===== config.mk =====
export PLATFORM = sky130hd
export DESIGN_NAME = eepc_ctrl
export DESIGN_NICKNAME = d
export VERILOG_FILES = /design/src/rtl/eepc_pkg.sv /design/src/rtl/eepc_timer.sv /design/src/rtl/eepc_ctrl.sv
export VERILOG_INCLUDE_DIRS = /design/src /design/src/rtl
export SDC_FILE = /design/constraint.sdc
export NUM_CORES = 1
export LEC_CHECK = 0
export ABC_AREA = 1
export CORE_MARGIN = 8
export CORE_UTILIZATION = 60
export CTS_CLUSTER_DIAMETER = 30
export CTS_CLUSTER_SIZE = 24
export DETAILED_ROUTE_END_ITERATION = 10
export DONT_BUFFER_PORTS = 1
export GPL_TIMING_DRIVEN = 0
export PLACE_DENSITY = 0.73
export SKIP_CTS_REPAIR_TIMING = 1
export SYNTH_ARGS = -nofsm -noshare
export SYNTH_HDL_FRONTEND = slang
export SYNTH_SLANG_ARGS = --single-unit

===== constraint.sdc =====
create_clock -name core_clk -period 2.2 [get_ports core_clk]
set_input_delay 0.44 -clock core_clk [delete_from_list [all_inputs] [get_ports core_clk]]
set_output_delay 0.44 -clock core_clk [all_outputs]
set_load 0.03 [all_outputs]

===== src/rtl/eepc_regs.svh =====
`ifndef EEPC_REGS_SVH
`define EEPC_REGS_SVH

// ----------------------------------------------------------------------------
// Register byte addresses on the control port.
// ----------------------------------------------------------------------------
`define EEPC_ADDR_CTRL 12'hFF0
`define EEPC_ADDR_MCR 12'hFF1
`define EEPC_ADDR_DIVH 12'hFF2
`define EEPC_ADDR_DIVL 12'hFF3
`define EEPC_ADDR_PROT 12'hFF4
`define EEPC_REG_BASE 12'hFF0
`define EEPC_SHADOW_HI 12'hFC0
`define EEPC_SHADOW_LO 12'hFC1

// ----------------------------------------------------------------------------
// Field positions.
// ----------------------------------------------------------------------------
`define EEPC_B_GUARD 7
`define EEPC_B_AUTO 5
`define EEPC_B_BYTE 4
`define EEPC_B_ROW 3
`define EEPC_B_ERASE 2
`define EEPC_B_LATCH 1
`define EEPC_B_VAPPLY 0
`define EEPC_B_DBGLOCK 7
`define EEPC_B_HIDE 6
`define EEPC_B_SGUARD 7

// ----------------------------------------------------------------------------
// Reset values.
// ----------------------------------------------------------------------------
`define EEPC_MCR_LOW_RESET 4'h0
`define EEPC_PROT_RESET 1'b1
`define EEPC_GUARD_RESET 1'b1

// ----------------------------------------------------------------------------
// Timing: the automatic interval is counted in divider ticks.
// ----------------------------------------------------------------------------
`define EEPC_CLK_MHZ 50
`define EEPC_PROG_TIME_MS 10
`define EEPC_TICK_US 1
`define EEPC_PROG_TICKS (`EEPC_PROG_TIME_MS * 1000 / `EEPC_TICK_US)

`endif


===== src/rtl/eepc_pkg.sv =====
package eepc_pkg;

	// Erase granularity, one-hot.
	typedef enum logic [2:0] {
		SCOPE_BYTE = 3'b001,
		SCOPE_ROW = 3'b010,
		SCOPE_BULK = 3'b100
	} eepc_scope_t;

	// Interval timer states, one-hot.
	typedef enum logic [2:0] {
		TMR_IDLE = 3'b001,
		TMR_RUN = 3'b010,
		TMR_DONE = 3'b100
	} eepc_tmr_state_t;

endpackage


===== src/rtl/eepc_timer.sv =====
`timescale 1ns/1ps
`include "eepc_regs.svh"

module eepc_timer #(
	parameter int unsigned PROG_TICKS = `EEPC_PROG_TICKS
) (
	input wire logic core_clk,
	input wire logic reset,
	input wire logic clk_en,
	input wire logic run,
	input wire logic [9:0] divisor,
	output logic done
);
	import eepc_pkg::*;

	eepc_tmr_state_t state_reg;
	logic [9:0] pre_reg;
	logic [15:0] tick_reg;
	logic done_reg;
	logic tick;

	// A tick is one full pass of the prescaler through the divider value.
	assign tick = (pre_reg >= divisor);
	assign done = done_reg;

	// -------------------------------------------------------------------------
	// Interval sequencer.
	// -------------------------------------------------------------------------
	// Dropping run at any time aborts, so a manual clear never leaves a stale count.
	always_ff @(posedge core_clk) begin
		if (reset) begin
			state_reg <= TMR_IDLE;
			pre_reg <= 10'h000;
			tick_reg <= 16'h0000;
			done_reg <= 1'b0;
		end else if (clk_en) begin
			done_reg <= 1'b0;
			case (state_reg)
				TMR_IDLE: begin
					pre_reg <= 10'h000;
					tick_reg <= 16'h0000;
					if (run) begin
						state_reg <= TMR_RUN;
					end
				end
				TMR_RUN: begin
					if (!run) begin
						state_reg <= TMR_IDLE;
					end else if (tick) begin
						pre_reg <= 10'h000;
						if (tick_reg == 16'(PROG_TICKS - 1)) begin
							state_reg <= TMR_DONE;
							done_reg <= 1'b1;
						end else begin
							tick_reg <= tick_reg + 16'h0001;
						end
					end else begin
						pre_reg <= pre_reg + 10'h001;
					end
				end
				TMR_DONE: begin
					if (!run) begin
						state_reg <= TMR_IDLE;
					end
				end
				default: begin
					state_reg <= TMR_IDLE;
				end
			endcase
		end
	end

	property p_done_after_count;
		@(posedge core_clk) disable iff (reset)
		done_reg |-> $past(tick_reg) == 16'(PROG_TICKS - 1) && $past(run);
	endproperty
	a_done_after_count: assert property (p_done_after_count)
		else $error("Interval end without full tick count.");

endmodule


===== src/rtl/eepc_ctrl.sv =====
`timescale 1ns/1ps
`include "eepc_regs.svh"

//Contract
// - Unless guarded, erase covers byte or word, row or whole array, set by two bits.
// - Erase-select picks program or erase; writable only while voltage is off.
// - Latch-arm low means normal reads; high captures the program target.
// - Latch-arm writes ignored while voltage applied or divider zero.
// - Mode bits and latch-arm may be written together or in any order.
// - Voltage-apply high drives array voltage; low removes it.
// - Voltage-apply sets only once latch-arm already set; joint write sets latch only.
// - While voltage applied, guard, auto, mode and latch bits are frozen.
// - With auto, hardware clears voltage-apply when the cycle completes.
// - While voltage applied, array writes do nothing; latches stay unchanged.
// - Next target may be written after voltage clears while latch stays armed.
// - Shadow word appears at its reserved location only while hide-shadow is zero.
// - After each reset, shadow word loads config and both divider registers.
// - Shadow high byte maps debug lock, hide-shadow, config 5:4, divider-high 1:0.
// - Divider must suit oscillator; latches refuse to arm while divider zero.
// - In normal mode divider registers accept only first write after reset.
// - With byte-select clear, row-select picks whole array or one 32-byte row.
// - Bulk-erase guard resets to one and blocks row and whole-array erase.
module eepc_ctrl #(
	parameter int unsigned PROG_TICKS = `EEPC_PROG_TICKS
) (
	input wire logic core_clk,
	input wire logic reset,
	input wire logic clk_en,
	input wire logic special_mode_n,
	input wire logic [11:0] bus_addr,
	input wire logic [7:0] bus_wdata,
	input wire logic bus_wr,
	input wire logic bus_rd,
	output logic [7:0] bus_rdata,
	input wire logic [7:0] array_rdata,
	input wire logic [15:0] shadow_word,
	output logic hv_on,
	output logic latch_mode,
	output logic erase_mode,
	output eepc_pkg::eepc_scope_t erase_scope,
	output logic [11:0] latch_addr,
	output logic [7:0] latch_data,
	output logic latch_loaded,
	output logic shadow_visible
);
	import eepc_pkg::*;

	// -------------------------------------------------------------------------
	// Decode helpers.
	// -------------------------------------------------------------------------
	// The register window sits at the top of the map, above the shadow word.
	function automatic logic is_reg(input logic [11:0] a);
		is_reg = (a[11:4] == 8'(`EEPC_REG_BASE >> 4));
	endfunction

	function automatic logic is_shadow(input logic [11:0] a);
		is_shadow = (a == `EEPC_SHADOW_HI) || (a == `EEPC_SHADOW_LO);
	endfunction

	function automatic eepc_scope_t scope_of(input logic b, input logic r);
		scope_of = b ? SCOPE_BYTE : (r ? SCOPE_ROW : SCOPE_BULK);
	endfunction

	logic guard_reg, auto_reg, byte_reg, row_reg, erase_reg;
	logic latch_arm_reg, voltage_apply_reg;
	logic [7:0] mcr_reg;
	logic [1:0] divh_reg;
	logic [7:0] divl_reg;
	logic divh_lock_reg, divl_lock_reg;
	logic shadow_guard_reg;
	logic load_pending_reg;
	logic [7:0] rdata_reg;
	logic hv_reg;
	eepc_scope_t scope_reg;
	logic [11:0] laddr_reg;
	logic [7:0] ldata_reg;
	logic loaded_reg;
	logic visible_reg;
	logic timer_done;
	logic wr_ctrl, wr_mcr, wr_divh, wr_divl, wr_prot, wr_array;
	logic div_zero, guard_block, hw_clear;

	assign wr_ctrl = bus_wr && (bus_addr == `EEPC_ADDR_CTRL);
	assign wr_mcr = bus_wr && (bus_addr == `EEPC_ADDR_MCR);
	assign wr_divh = bus_wr && (bus_addr == `EEPC_ADDR_DIVH);
	assign wr_divl = bus_wr && (bus_addr == `EEPC_ADDR_DIVL);
	assign wr_prot = bus_wr && (bus_addr == `EEPC_ADDR_PROT);
	assign wr_array = bus_wr && !is_reg(bus_addr);
	assign div_zero = ({divh_reg, divl_reg} == 10'h000);
	assign hw_clear = auto_reg && voltage_apply_reg && timer_done;
	// Row and whole-array erase are the only scopes the guard blocks.
	assign guard_block = guard_reg && erase_reg && !byte_reg;

	assign bus_rdata = rdata_reg;
	assign hv_on = hv_reg;
	assign latch_mode = latch_arm_reg;
	assign erase_mode = erase_reg;
	assign erase_scope = scope_reg;
	assign latch_addr = laddr_reg;
	assign latch_data = ldata_reg;
	assign latch_loaded = loaded_reg;
	assign shadow_visible = visible_reg;

	// -------------------------------------------------------------------------
	// Control register.
	// -------------------------------------------------------------------------
	// Mode bits take any write while voltage is off, so one access or several
	// accesses in any order end in the same setup.
	always_ff @(posedge core_clk) begin
		if (reset) begin
			guard_reg <= `EEPC_GUARD_RESET;
			auto_reg <= 1'b0;
			byte_reg <= 1'b0;
			row_reg <= 1'b0;
			erase_reg <= 1'b0;
		end else if (clk_en && wr_ctrl && !voltage_apply_reg) begin
			guard_reg <= bus_wdata[`EEPC_B_GUARD];
			auto_reg <= bus_wdata[`EEPC_B_AUTO];
			byte_reg <= bus_wdata[`EEPC_B_BYTE];
			row_reg <= bus_wdata[`EEPC_B_ROW];
			erase_reg <= bus_wdata[`EEPC_B_ERASE];
		end
	end

	// Latch arm ignores every write while the divider is zero, since the interval
	// could not be timed, and is frozen while voltage is applied.
	always_ff @(posedge core_clk) begin
		if (reset) begin
			latch_arm_reg <= 1'b0;
		end else if (clk_en && wr_ctrl && !voltage_apply_reg) begin
			if (!div_zero) begin
				latch_arm_reg <= bus_wdata[`EEPC_B_LATCH];
			end
		end
	end

	// Voltage apply sets only on an already armed latch; the hardware clear at
	// the end of an automatic interval takes priority over any write.
	always_ff @(posedge core_clk) begin
		if (reset) begin
			voltage_apply_reg <= 1'b0;
		end else if (clk_en) begin
			if (hw_clear) begin
				voltage_apply_reg <= 1'b0;
			end else if (wr_ctrl) begin
				voltage_apply_reg <= bus_wdata[`EEPC_B_VAPPLY] && latch_arm_reg
					&& bus_wdata[`EEPC_B_LATCH];
			end
		end
	end

	// -------------------------------------------------------------------------
	// Configuration, divider and protection registers.
	// -------------------------------------------------------------------------
	// The shadow copy is taken one enabled edge after reset releases, so the
	// reset branch itself holds constants only.
	always_ff @(posedge core_clk) begin
		if (reset) begin
			load_pending_reg <= 1'b1;
			mcr_reg <= 8'h00;
		end else if (clk_en) begin
			if (load_pending_reg) begin
				load_pending_reg <= 1'b0;
				mcr_reg <= {shadow_word[15:12], `EEPC_MCR_LOW_RESET};
			end else if (wr_mcr && !special_mode_n) begin
				mcr_reg <= {bus_wdata[7:4], mcr_reg[3:0]};
			end
		end
	end

	// Once locked in normal mode, a runaway write cannot retune the interval.
	always_ff @(posedge core_clk) begin
		if (reset) begin
			divh_reg <= 2'h0;
			divh_lock_reg <= 1'b0;
		end else if (clk_en) begin
			if (load_pending_reg) begin
				divh_reg <= shadow_word[9:8];
			end else if (wr_divh && (!divh_lock_reg || !special_mode_n)) begin
				divh_reg <= bus_wdata[1:0];
				divh_lock_reg <= special_mode_n;
			end
		end
	end

	always_ff @(posedge core_clk) begin
		if (reset) begin
			divl_reg <= 8'h00;
			divl_lock_reg <= 1'b0;
		end else if (clk_en) begin
			if (load_pending_reg) begin
				divl_reg <= shadow_word[7:0];
			end else if (wr_divl && (!divl_lock_reg || !special_mode_n)) begin
				divl_reg <= bus_wdata;
				divl_lock_reg <= special_mode_n;
			end
		end
	end

	// Shadow guard keeps the shadow word out of the latches while set.
	always_ff @(posedge core_clk) begin
		if (reset) begin
			shadow_guard_reg <= `EEPC_PROT_RESET;
		end else if (clk_en && wr_prot) begin
			shadow_guard_reg <= bus_wdata[`EEPC_B_SGUARD];
		end
	end

	// -------------------------------------------------------------------------
	// Address and data latches.
	// -------------------------------------------------------------------------
	// Only byte writes are latched; an aligned word arrives as two byte writes
	// and the later one wins, which the array macro pairs by address.
	always_ff @(posedge core_clk) begin
		if (reset) begin
			laddr_reg <= 12'h000;
			ldata_reg <= 8'h00;
			loaded_reg <= 1'b0;
		end else if (clk_en) begin
			if (!latch_arm_reg) begin
				loaded_reg <= 1'b0;
			end else if (wr_array && !voltage_apply_reg
				&& !(is_shadow(bus_addr) && shadow_guard_reg)) begin
				laddr_reg <= bus_addr;
				ldata_reg <= bus_wdata;
				loaded_reg <= 1'b1;
			end
		end
	end

	// -------------------------------------------------------------------------
	// Array-side outputs.
	// -------------------------------------------------------------------------
	always_ff @(posedge core_clk) begin
		if (reset) begin
			hv_reg <= 1'b0;
			scope_reg <= SCOPE_BULK;
			visible_reg <= 1'b0;
		end else if (clk_en) begin
			hv_reg <= voltage_apply_reg && !hw_clear && !guard_block;
			scope_reg <= scope_of(byte_reg, row_reg);
			visible_reg <= !mcr_reg[`EEPC_B_HIDE];
		end
	end

	// -------------------------------------------------------------------------
	// Read port: data stand in the cycle after the strobe only.
	// -------------------------------------------------------------------------
	always_ff @(posedge core_clk) begin
		if (reset) begin
			rdata_reg <= 8'h00;
		end else if (clk_en) begin
			rdata_reg <= 8'h00;
			if (bus_rd) begin
				if (is_reg(bus_addr)) begin
					case (bus_addr)
						`EEPC_ADDR_CTRL: rdata_reg <= {guard_reg, 1'b0, auto_reg, byte_reg,
							row_reg, erase_reg, latch_arm_reg, voltage_apply_reg};
						`EEPC_ADDR_MCR: rdata_reg <= mcr_reg;
						`EEPC_ADDR_DIVH: rdata_reg <= {6'h00, divh_reg};
						`EEPC_ADDR_DIVL: rdata_reg <= divl_reg;
						`EEPC_ADDR_PROT: rdata_reg <= {shadow_guard_reg, 7'h00};
						default: rdata_reg <= 8'h00;
					endcase
				end else if (is_shadow(bus_addr) && !mcr_reg[`EEPC_B_HIDE]) begin
					rdata_reg <= bus_addr[0] ? shadow_word[7:0] : shadow_word[15:8];
				end else begin
					rdata_reg <= array_rdata;
				end
			end
		end
	end

	// -------------------------------------------------------------------------
	// Automatic interval timer.
	// -------------------------------------------------------------------------
	eepc_timer #(
		.PROG_TICKS(PROG_TICKS)
	) u_timer (
		.core_clk(core_clk),
		.reset(reset),
		.clk_en(clk_en),
		.run(auto_reg && voltage_apply_reg),
		.divisor({divh_reg, divl_reg}),
		.done(timer_done)
	);

	// -------------------------------------------------------------------------
	// Checks.
	// -------------------------------------------------------------------------
	property p_joint_set;
		@(posedge core_clk) disable iff (reset)
		clk_en && wr_ctrl && !latch_arm_reg && bus_wdata[`EEPC_B_VAPPLY] |=> !voltage_apply_reg;
	endproperty
	a_joint_set: assert property (p_joint_set)
		else $error("Voltage apply set without prior latch arm.");

	property p_latch_zero_div;
		@(posedge core_clk) disable iff (reset)
		clk_en && wr_ctrl && div_zero |=> $stable(latch_arm_reg);
	endproperty
	a_latch_zero_div: assert property (p_latch_zero_div)
		else $error("Latch armed with zero divider.");

	property p_frozen_bits;
		@(posedge core_clk) disable iff (reset)
		voltage_apply_reg |=> $stable({guard_reg, auto_reg, byte_reg, row_reg, erase_reg,
			latch_arm_reg});
	endproperty
	a_frozen_bits: assert property (p_frozen_bits)
		else $error("Mode bit changed while voltage applied.");

	property p_erase_write;
		@(posedge core_clk) disable iff (reset)
		clk_en && wr_ctrl && !voltage_apply_reg |=> erase_reg == $past(bus_wdata[`EEPC_B_ERASE]);
	endproperty
	a_erase_write: assert property (p_erase_write)
		else $error("Erase select did not take write.");

	property p_latch_hold;
		@(posedge core_clk) disable iff (reset)
		voltage_apply_reg |=> $stable(laddr_reg) && $stable(ldata_reg);
	endproperty
	a_latch_hold: assert property (p_latch_hold)
		else $error("Latched target changed during cycle.");

	property p_div_once;
		@(posedge core_clk) disable iff (reset)
		special_mode_n && divl_lock_reg && !load_pending_reg |=> $stable(divl_reg);
	endproperty
	a_div_once: assert property (p_div_once)
		else $error("Locked divider changed in normal mode.");

	property p_auto_clear;
		@(posedge core_clk) disable iff (reset)
		clk_en && auto_reg && voltage_apply_reg && timer_done |=> !voltage_apply_reg ##1 !hv_reg;
	endproperty
	a_auto_clear: assert property (p_auto_clear)
		else $error("Voltage apply not cleared after interval.");

	property p_guard_hv;
		@(posedge core_clk) disable iff (reset)
		hv_reg |-> $past(voltage_apply_reg) && !$past(guard_block);
	endproperty
	a_guard_hv: assert property (p_guard_hv)
		else $error("Voltage on without apply or against guard.");

	property p_shadow_read;
		@(posedge core_clk) disable iff (reset)
		clk_en && bus_rd && bus_addr == `EEPC_SHADOW_HI && !mcr_reg[`EEPC_B_HIDE]
			|=> bus_rdata == $past(shadow_word[15:8]);
	endproperty
	a_shadow_read: assert property (p_shadow_read)
		else $error("Shadow high byte not visible.");

	property p_shadow_load;
		@(posedge core_clk) disable iff (reset)
		clk_en && load_pending_reg |=> divl_reg == $past(shadow_word[7:0])
			&& mcr_reg[7:4] == $past(shadow_word[15:12]);
	endproperty
	a_shadow_load: assert property (p_shadow_load)
		else $error("Shadow word not loaded after reset.");

endmodule


[Word-level counts from Yosys, hierarchy flattened]
Index checks and enable logic that the tools add are counted.
Operators by class
  shift-type cells: 0
  reductions and logical operators: 56
  divide/modulo/power cells: 0
  bitwise operators: 2
  eq/ne operators: 20
  magnitude comparators: 1
  $mul: 0
  multiplexer cells: 34
  $add $sub $neg: 2
Operator list (count)
  12-bit == test (second input constant): 7
  8-bit two-way mux: 8
  16-bit two-way mux: 3
  8-bit case mux with 5 select lines: 1
  16-bit case mux with 2 select lines: 1
  1-bit logical AND: 24
  3-bit two-way mux: 7
  10-bit two-way mux: 2
  10-bit case mux with 2 select lines: 1
  16-bit by 1-bit adder with 16-bit output (second input constant): 1
  16-bit by 14-bit == test with 1-bit output (second input constant): 1
  2-bit AND reduction: 7
  3-bit AND reduction: 4
  10-bit by 1-bit adder with 10-bit output (second input constant): 1
  10-bit >= comparator: 1
  1-bit zero test: 10
  10-bit zero test: 1
  5-bit AND reduction: 2
  2-bit nonzero test: 5
  3-bit case mux with 3 select lines: 1
  8-bit == test (second input constant): 1
  1-bit two-way mux: 8
  2-bit by 1-bit inequality test with 1-bit output (second input constant): 4
  3-bit inequality test (second input constant): 2
  7 further kinds: 12
Storage, ports and cells
  latch bits: 0
  RAM bits: 0
  bits in registers: 93
  memories kept: 0
  bits in read-only memories: 0

[Depth between registers and ports, before layout]
  word-level depth: 7
  gate-level depth with buffers: 13

[Modules after synthesis]
Synthesis repeated with hierarchy kept, for this count alone.
Second synthesis, totals
  cell total of the unflattened synthesis: 760
  area total of the unflattened synthesis: 5103.6 µm²
By module, submodules not included
  eepc_ctrl: times used 1, area each 3014.1 µm², sequential area each 1181.1 µm², cells each 440
  eepc_timer: times used 1, area each 2089.5 µm², sequential area each 600.6 µm², cells each 320

[Least setup slack after synthesis]
OpenSTA, ideal clock, no wires.
  path type: input to register
  from: input bus_addr[0]
  to: register divl_reg[6]
  stages: 11
  path slack: 525 ps
  setup time: 119 ps
  data arrival time: 1555 ps
  buffers on the path: 2
  cell sequence: buf_4 inv_2 nor2_2 nand2_1 nor2_1 nand2_1 nand2_1 nand2_2 buf_2 o21ai_1 a21oi_1
Between the ends
  cells in the longest elaborated chain, start to end: 5
RTL lines
  start: declaration: line eepc_ctrl.sv:30  | input wire logic [11:0] bus_addr,
  12-bit == test
  1-bit logical AND: line eepc_ctrl.sv:86  | assign wr_divl = bus_wr && (bus_addr == `EEPC_ADDR_DIVL);
  1-bit logical AND: line eepc_ctrl.sv:193  | end else if (wr_divl && (!divl_lock_reg || !special_mode_n)) begin
  2-bit nonzero test (no source line)
  2-bit AND reduction (no source line)
  end signal: assignment: line eepc_ctrl.sv:192  | divl_reg <= shadow_word[7:0];
  end signal: assignment: line eepc_ctrl.sv:194  | divl_reg <= bus_wdata;
  end: declaration: line eepc_ctrl.sv:68  | logic [7:0] divl_reg;
Every way passes these cells.
A chain may end at the register's enable or synchronous reset.

[Worst setup path in the final report]
  from: register u_timer.tick_reg[1]
  to: register u_timer.tick_reg[2]
Between the ends
  cells in the longest elaborated chain, start to end: 5
  elaborated cells between the ends (all ways): 8
RTL lines
  start: declaration: line eepc_timer.sv:18  | logic [15:0] tick_reg;
  start signal: assignment: line eepc_timer.sv:55  | tick_reg <= tick_reg + 16'h0001;
  16-bit by 1-bit adder with 16-bit output: line eepc_timer.sv:55
  16-bit two-way mux: line eepc_timer.sv:51  | if (tick_reg == 16'(PROG_TICKS - 1)) begin
  16-bit two-way mux: line eepc_timer.sv:49  | end else if (tick) begin
  16-bit two-way mux: line eepc_timer.sv:47  | if (!run) begin
  16-bit case mux with 2 select lines: line eepc_timer.sv:38  | case (state_reg)
Several ways; a longest one is shown, not always the timed one. The select of a mux whose other input is x is not followed.

==> metrics.cfg <==
[setup_path]
path_delay_family = simple AND/OR/NAND/NOR gates
cp.arrival_ps = 2230
path_cells = ha_1 > nand2_1 > nor2_4 > inv_2 > nor2_1 > nand3b_2 > clkbuf_1 > nand4_1 > a21oi_1
worstSetupPathType = flop to flop
end_kind = flop
crit_fanout = 10
critPathMaxStageDelay_ps = 380
start_kind = flop
path_buf_inv = 2
crit_slowest_cell = dfxtp_1
cp_data_required_time_ps = 2430

[power_and_ir_drop]
p_seq_frac = 0.453
swShare = 0.3411
power_density_nw_per_um2 = 749.4
p_clk_frac = 0.324
comb_power_share = 0.222
leakagePower_nw = 1.999
p_sw_mw = 1.352
p_int_mw = 2.611
ir_worst_vdd_uv = 461.6

[layout]
multi_input_area_um2 = 2678
layout-drive-gt1-share = 0.06144
ff_latch_area_um2 = 1782
final_common_cell = nand2_1
layout_common_cells = 180 x nand2_1, 89 x dfxtp_1, 83 x inv_1, 80 x a21oi_1, 77 x nor2_1
diodes = 0
utilization = 0.6535
area_growth_pct = 7.257
fillers = 761
fin_nets = 822
largest_reg_flops = 16
stdcell_count = 870

[global_route]
grt_first_pass_wirelength_um = 24320
grt_start_max_net_pins = 16
grt.overflow.total = 0
grt_antenna_before_repair = 0
track_usage = 0.2671
grt_pass1_vias = 4865

[detailed_routing]
dr.pass1.iters = 5
drt_iter0_markers = 476
drcViolationCount = 0
routed-via-count = 5102
post_drt_wl_per_cell_um = 17.30
wl_um = 15050
ant_nets = 0
via_per_inst = 5.864

[clocking]
clockRootBuffer = clkbuf_8
cts.htree.levels = 3
clock_sinks = 89
numCtsBuffers = 9
clock_latency_ps = 380
cts_tree = built
cts_buffer_depth = 2
clk_pin_slew_worst_paths_ps = 110

[logic_synthesis]
yosys_most_used_dff = dfxtp_1
yosysUniqueCellTypes = 39
syn_area_per_cell_um2 = 6.583
synthCells = 749
synth_seq_cells = 89
synth_enable_flop_cells = 0
syn_nets = 811
netlist_area_um2 = 4931
yosysTopAreaCell = dfxtp_1
synth_warnings = 0
async_reset_ff_frac = 0
synth.area.top_cells = dfxtp_1 36%, nand2_1 14%, a21oi_1 8.1%
ys_seq_area_frac = 0.3613
synth.top_cell.area_share = 0.3613

[sta]
period_minus_slack_ps = 2006
max_freq_ghz = 0.4985
setup_tns_ps = 0
slew_violations = 0
whs_ps = 182.6
final-setup-viol-count = 0
skew_ps = 22.77
fin_crit_sh = 0.9119
worst_pin_slew_ps = 685.8
relSlewSlack = 0.5428
rsz0062_at_grt = false
hold_viol = 0

[floorplanning]
io_pins = 86
die_y_um = 106.7
rows = 33
initial_core_util = 0.6093
core-area_um2 = 8093
dieArea_um2 = 11380
die_x_um = 106.7

[min_path]
hold_class = primary input to flop

[place]
place_congestion = 0.9416
dp_cells = 854
portBuffers = 0
place.detailed.hpwl_um = 11540

[status]
status = complete, no violations

[run]
cap_violations = 0

## area by class of cell
type	count	share of cell area
clock inverters	6	0.01703
multi-input cells	541	0.5063
plain buffers	29	0.02697
inverters	90	0.06388
well taps	105	0.02484
clock buffers	10	0.02413
flip-flops and latches	89	0.3369
## per-layer routing
metal  up-vias  GRT usage  wire (um)
met4         0     0.1075        392
met3        37    0.06299       1466
met1      2313     0.3443       6352
met5         -          0          0
met2       256     0.4214       6836
li1       2496          -          -
## stage by stage
| step | area [um^2] | worst slack, ps | total power, mW |
|---|---|---|---|
| detailed placement | 5062 | 148.0 | 2.693 |
| global route | 5289 | 17.61 | 4.154 |
| finish | 5289 | 193.9 | 3.963 |
| global placement | 5062 | 142.1 | 2.671 |
| floorplan | 4931 | 525.3 | 2.461 |
| CTS | 5280 | 162.3 | 3.945 |
## worst paths after layout
path / slack (ps) / cells after the start / to / startpoint
min: 180 / 2 / latch_mode / bus_wdata[1]
min reg2reg: 470 / 1 / shadow_visible / mcr_reg[6]
max: 190 / 9 / u_timer.tick_reg[2] / u_timer.tick_reg[1]
max reg2reg: 190 / 9 / u_timer.tick_reg[2] / u_timer.tick_reg[1]
## logic make-up (layout without fill, tap and decap cells)
family | after synthesis | after routing | share of synthesized area
flip-flops | 89 | 89 | 0.3613
XOR/XNOR | 8 | 8 | 0.01421
AO/OA/AOI/OAI | 144 | 144 | 0.1533
AND/OR/NAND/NOR | 377 | 377 | 0.3433
buffers and inverters | 119 | 135 | 0.09743
adder cells (fa/ha/maj) | 12 | 12 | 0.03045
## Yosys cell counts (all sizes together), types with 2 or more instances
library cell,count
buf,14
o21ai,56
o221ai,2
a211oi,2
clkinv,4
nand4,41
nor4,2
clkbuf,15
dfxtp,89
a21oi,81
inv,86
xnor2,3
nor3,13
ha,12
nand3,54
nor2,81
xor2,5
nand2,183
## power groups by stage
stage | combinational [mW] | sequential (mW) | clock (mW)
floorplan | 0.647 | 1.81 | 0
global placement | 0.842 | 1.83 | 0
detailed placement | 0.860 | 1.83 | 0
CTS | 0.865 | 1.80 | 1.28
global route | 0.992 | 1.81 | 1.35
finish | 0.880 | 1.80 | 1.29
## worst register-to-register path: stages, from the launching register on
cell and delay, ps:
dfxtp_1 380, ha_1 180, nand2_1 120, nor2_4 190, inv_2 60, nor2_1 140, nand3b_2 220, clkbuf_1 330
nand4_1 190, a21oi_1 80
(Power assumes the default switching activity.)
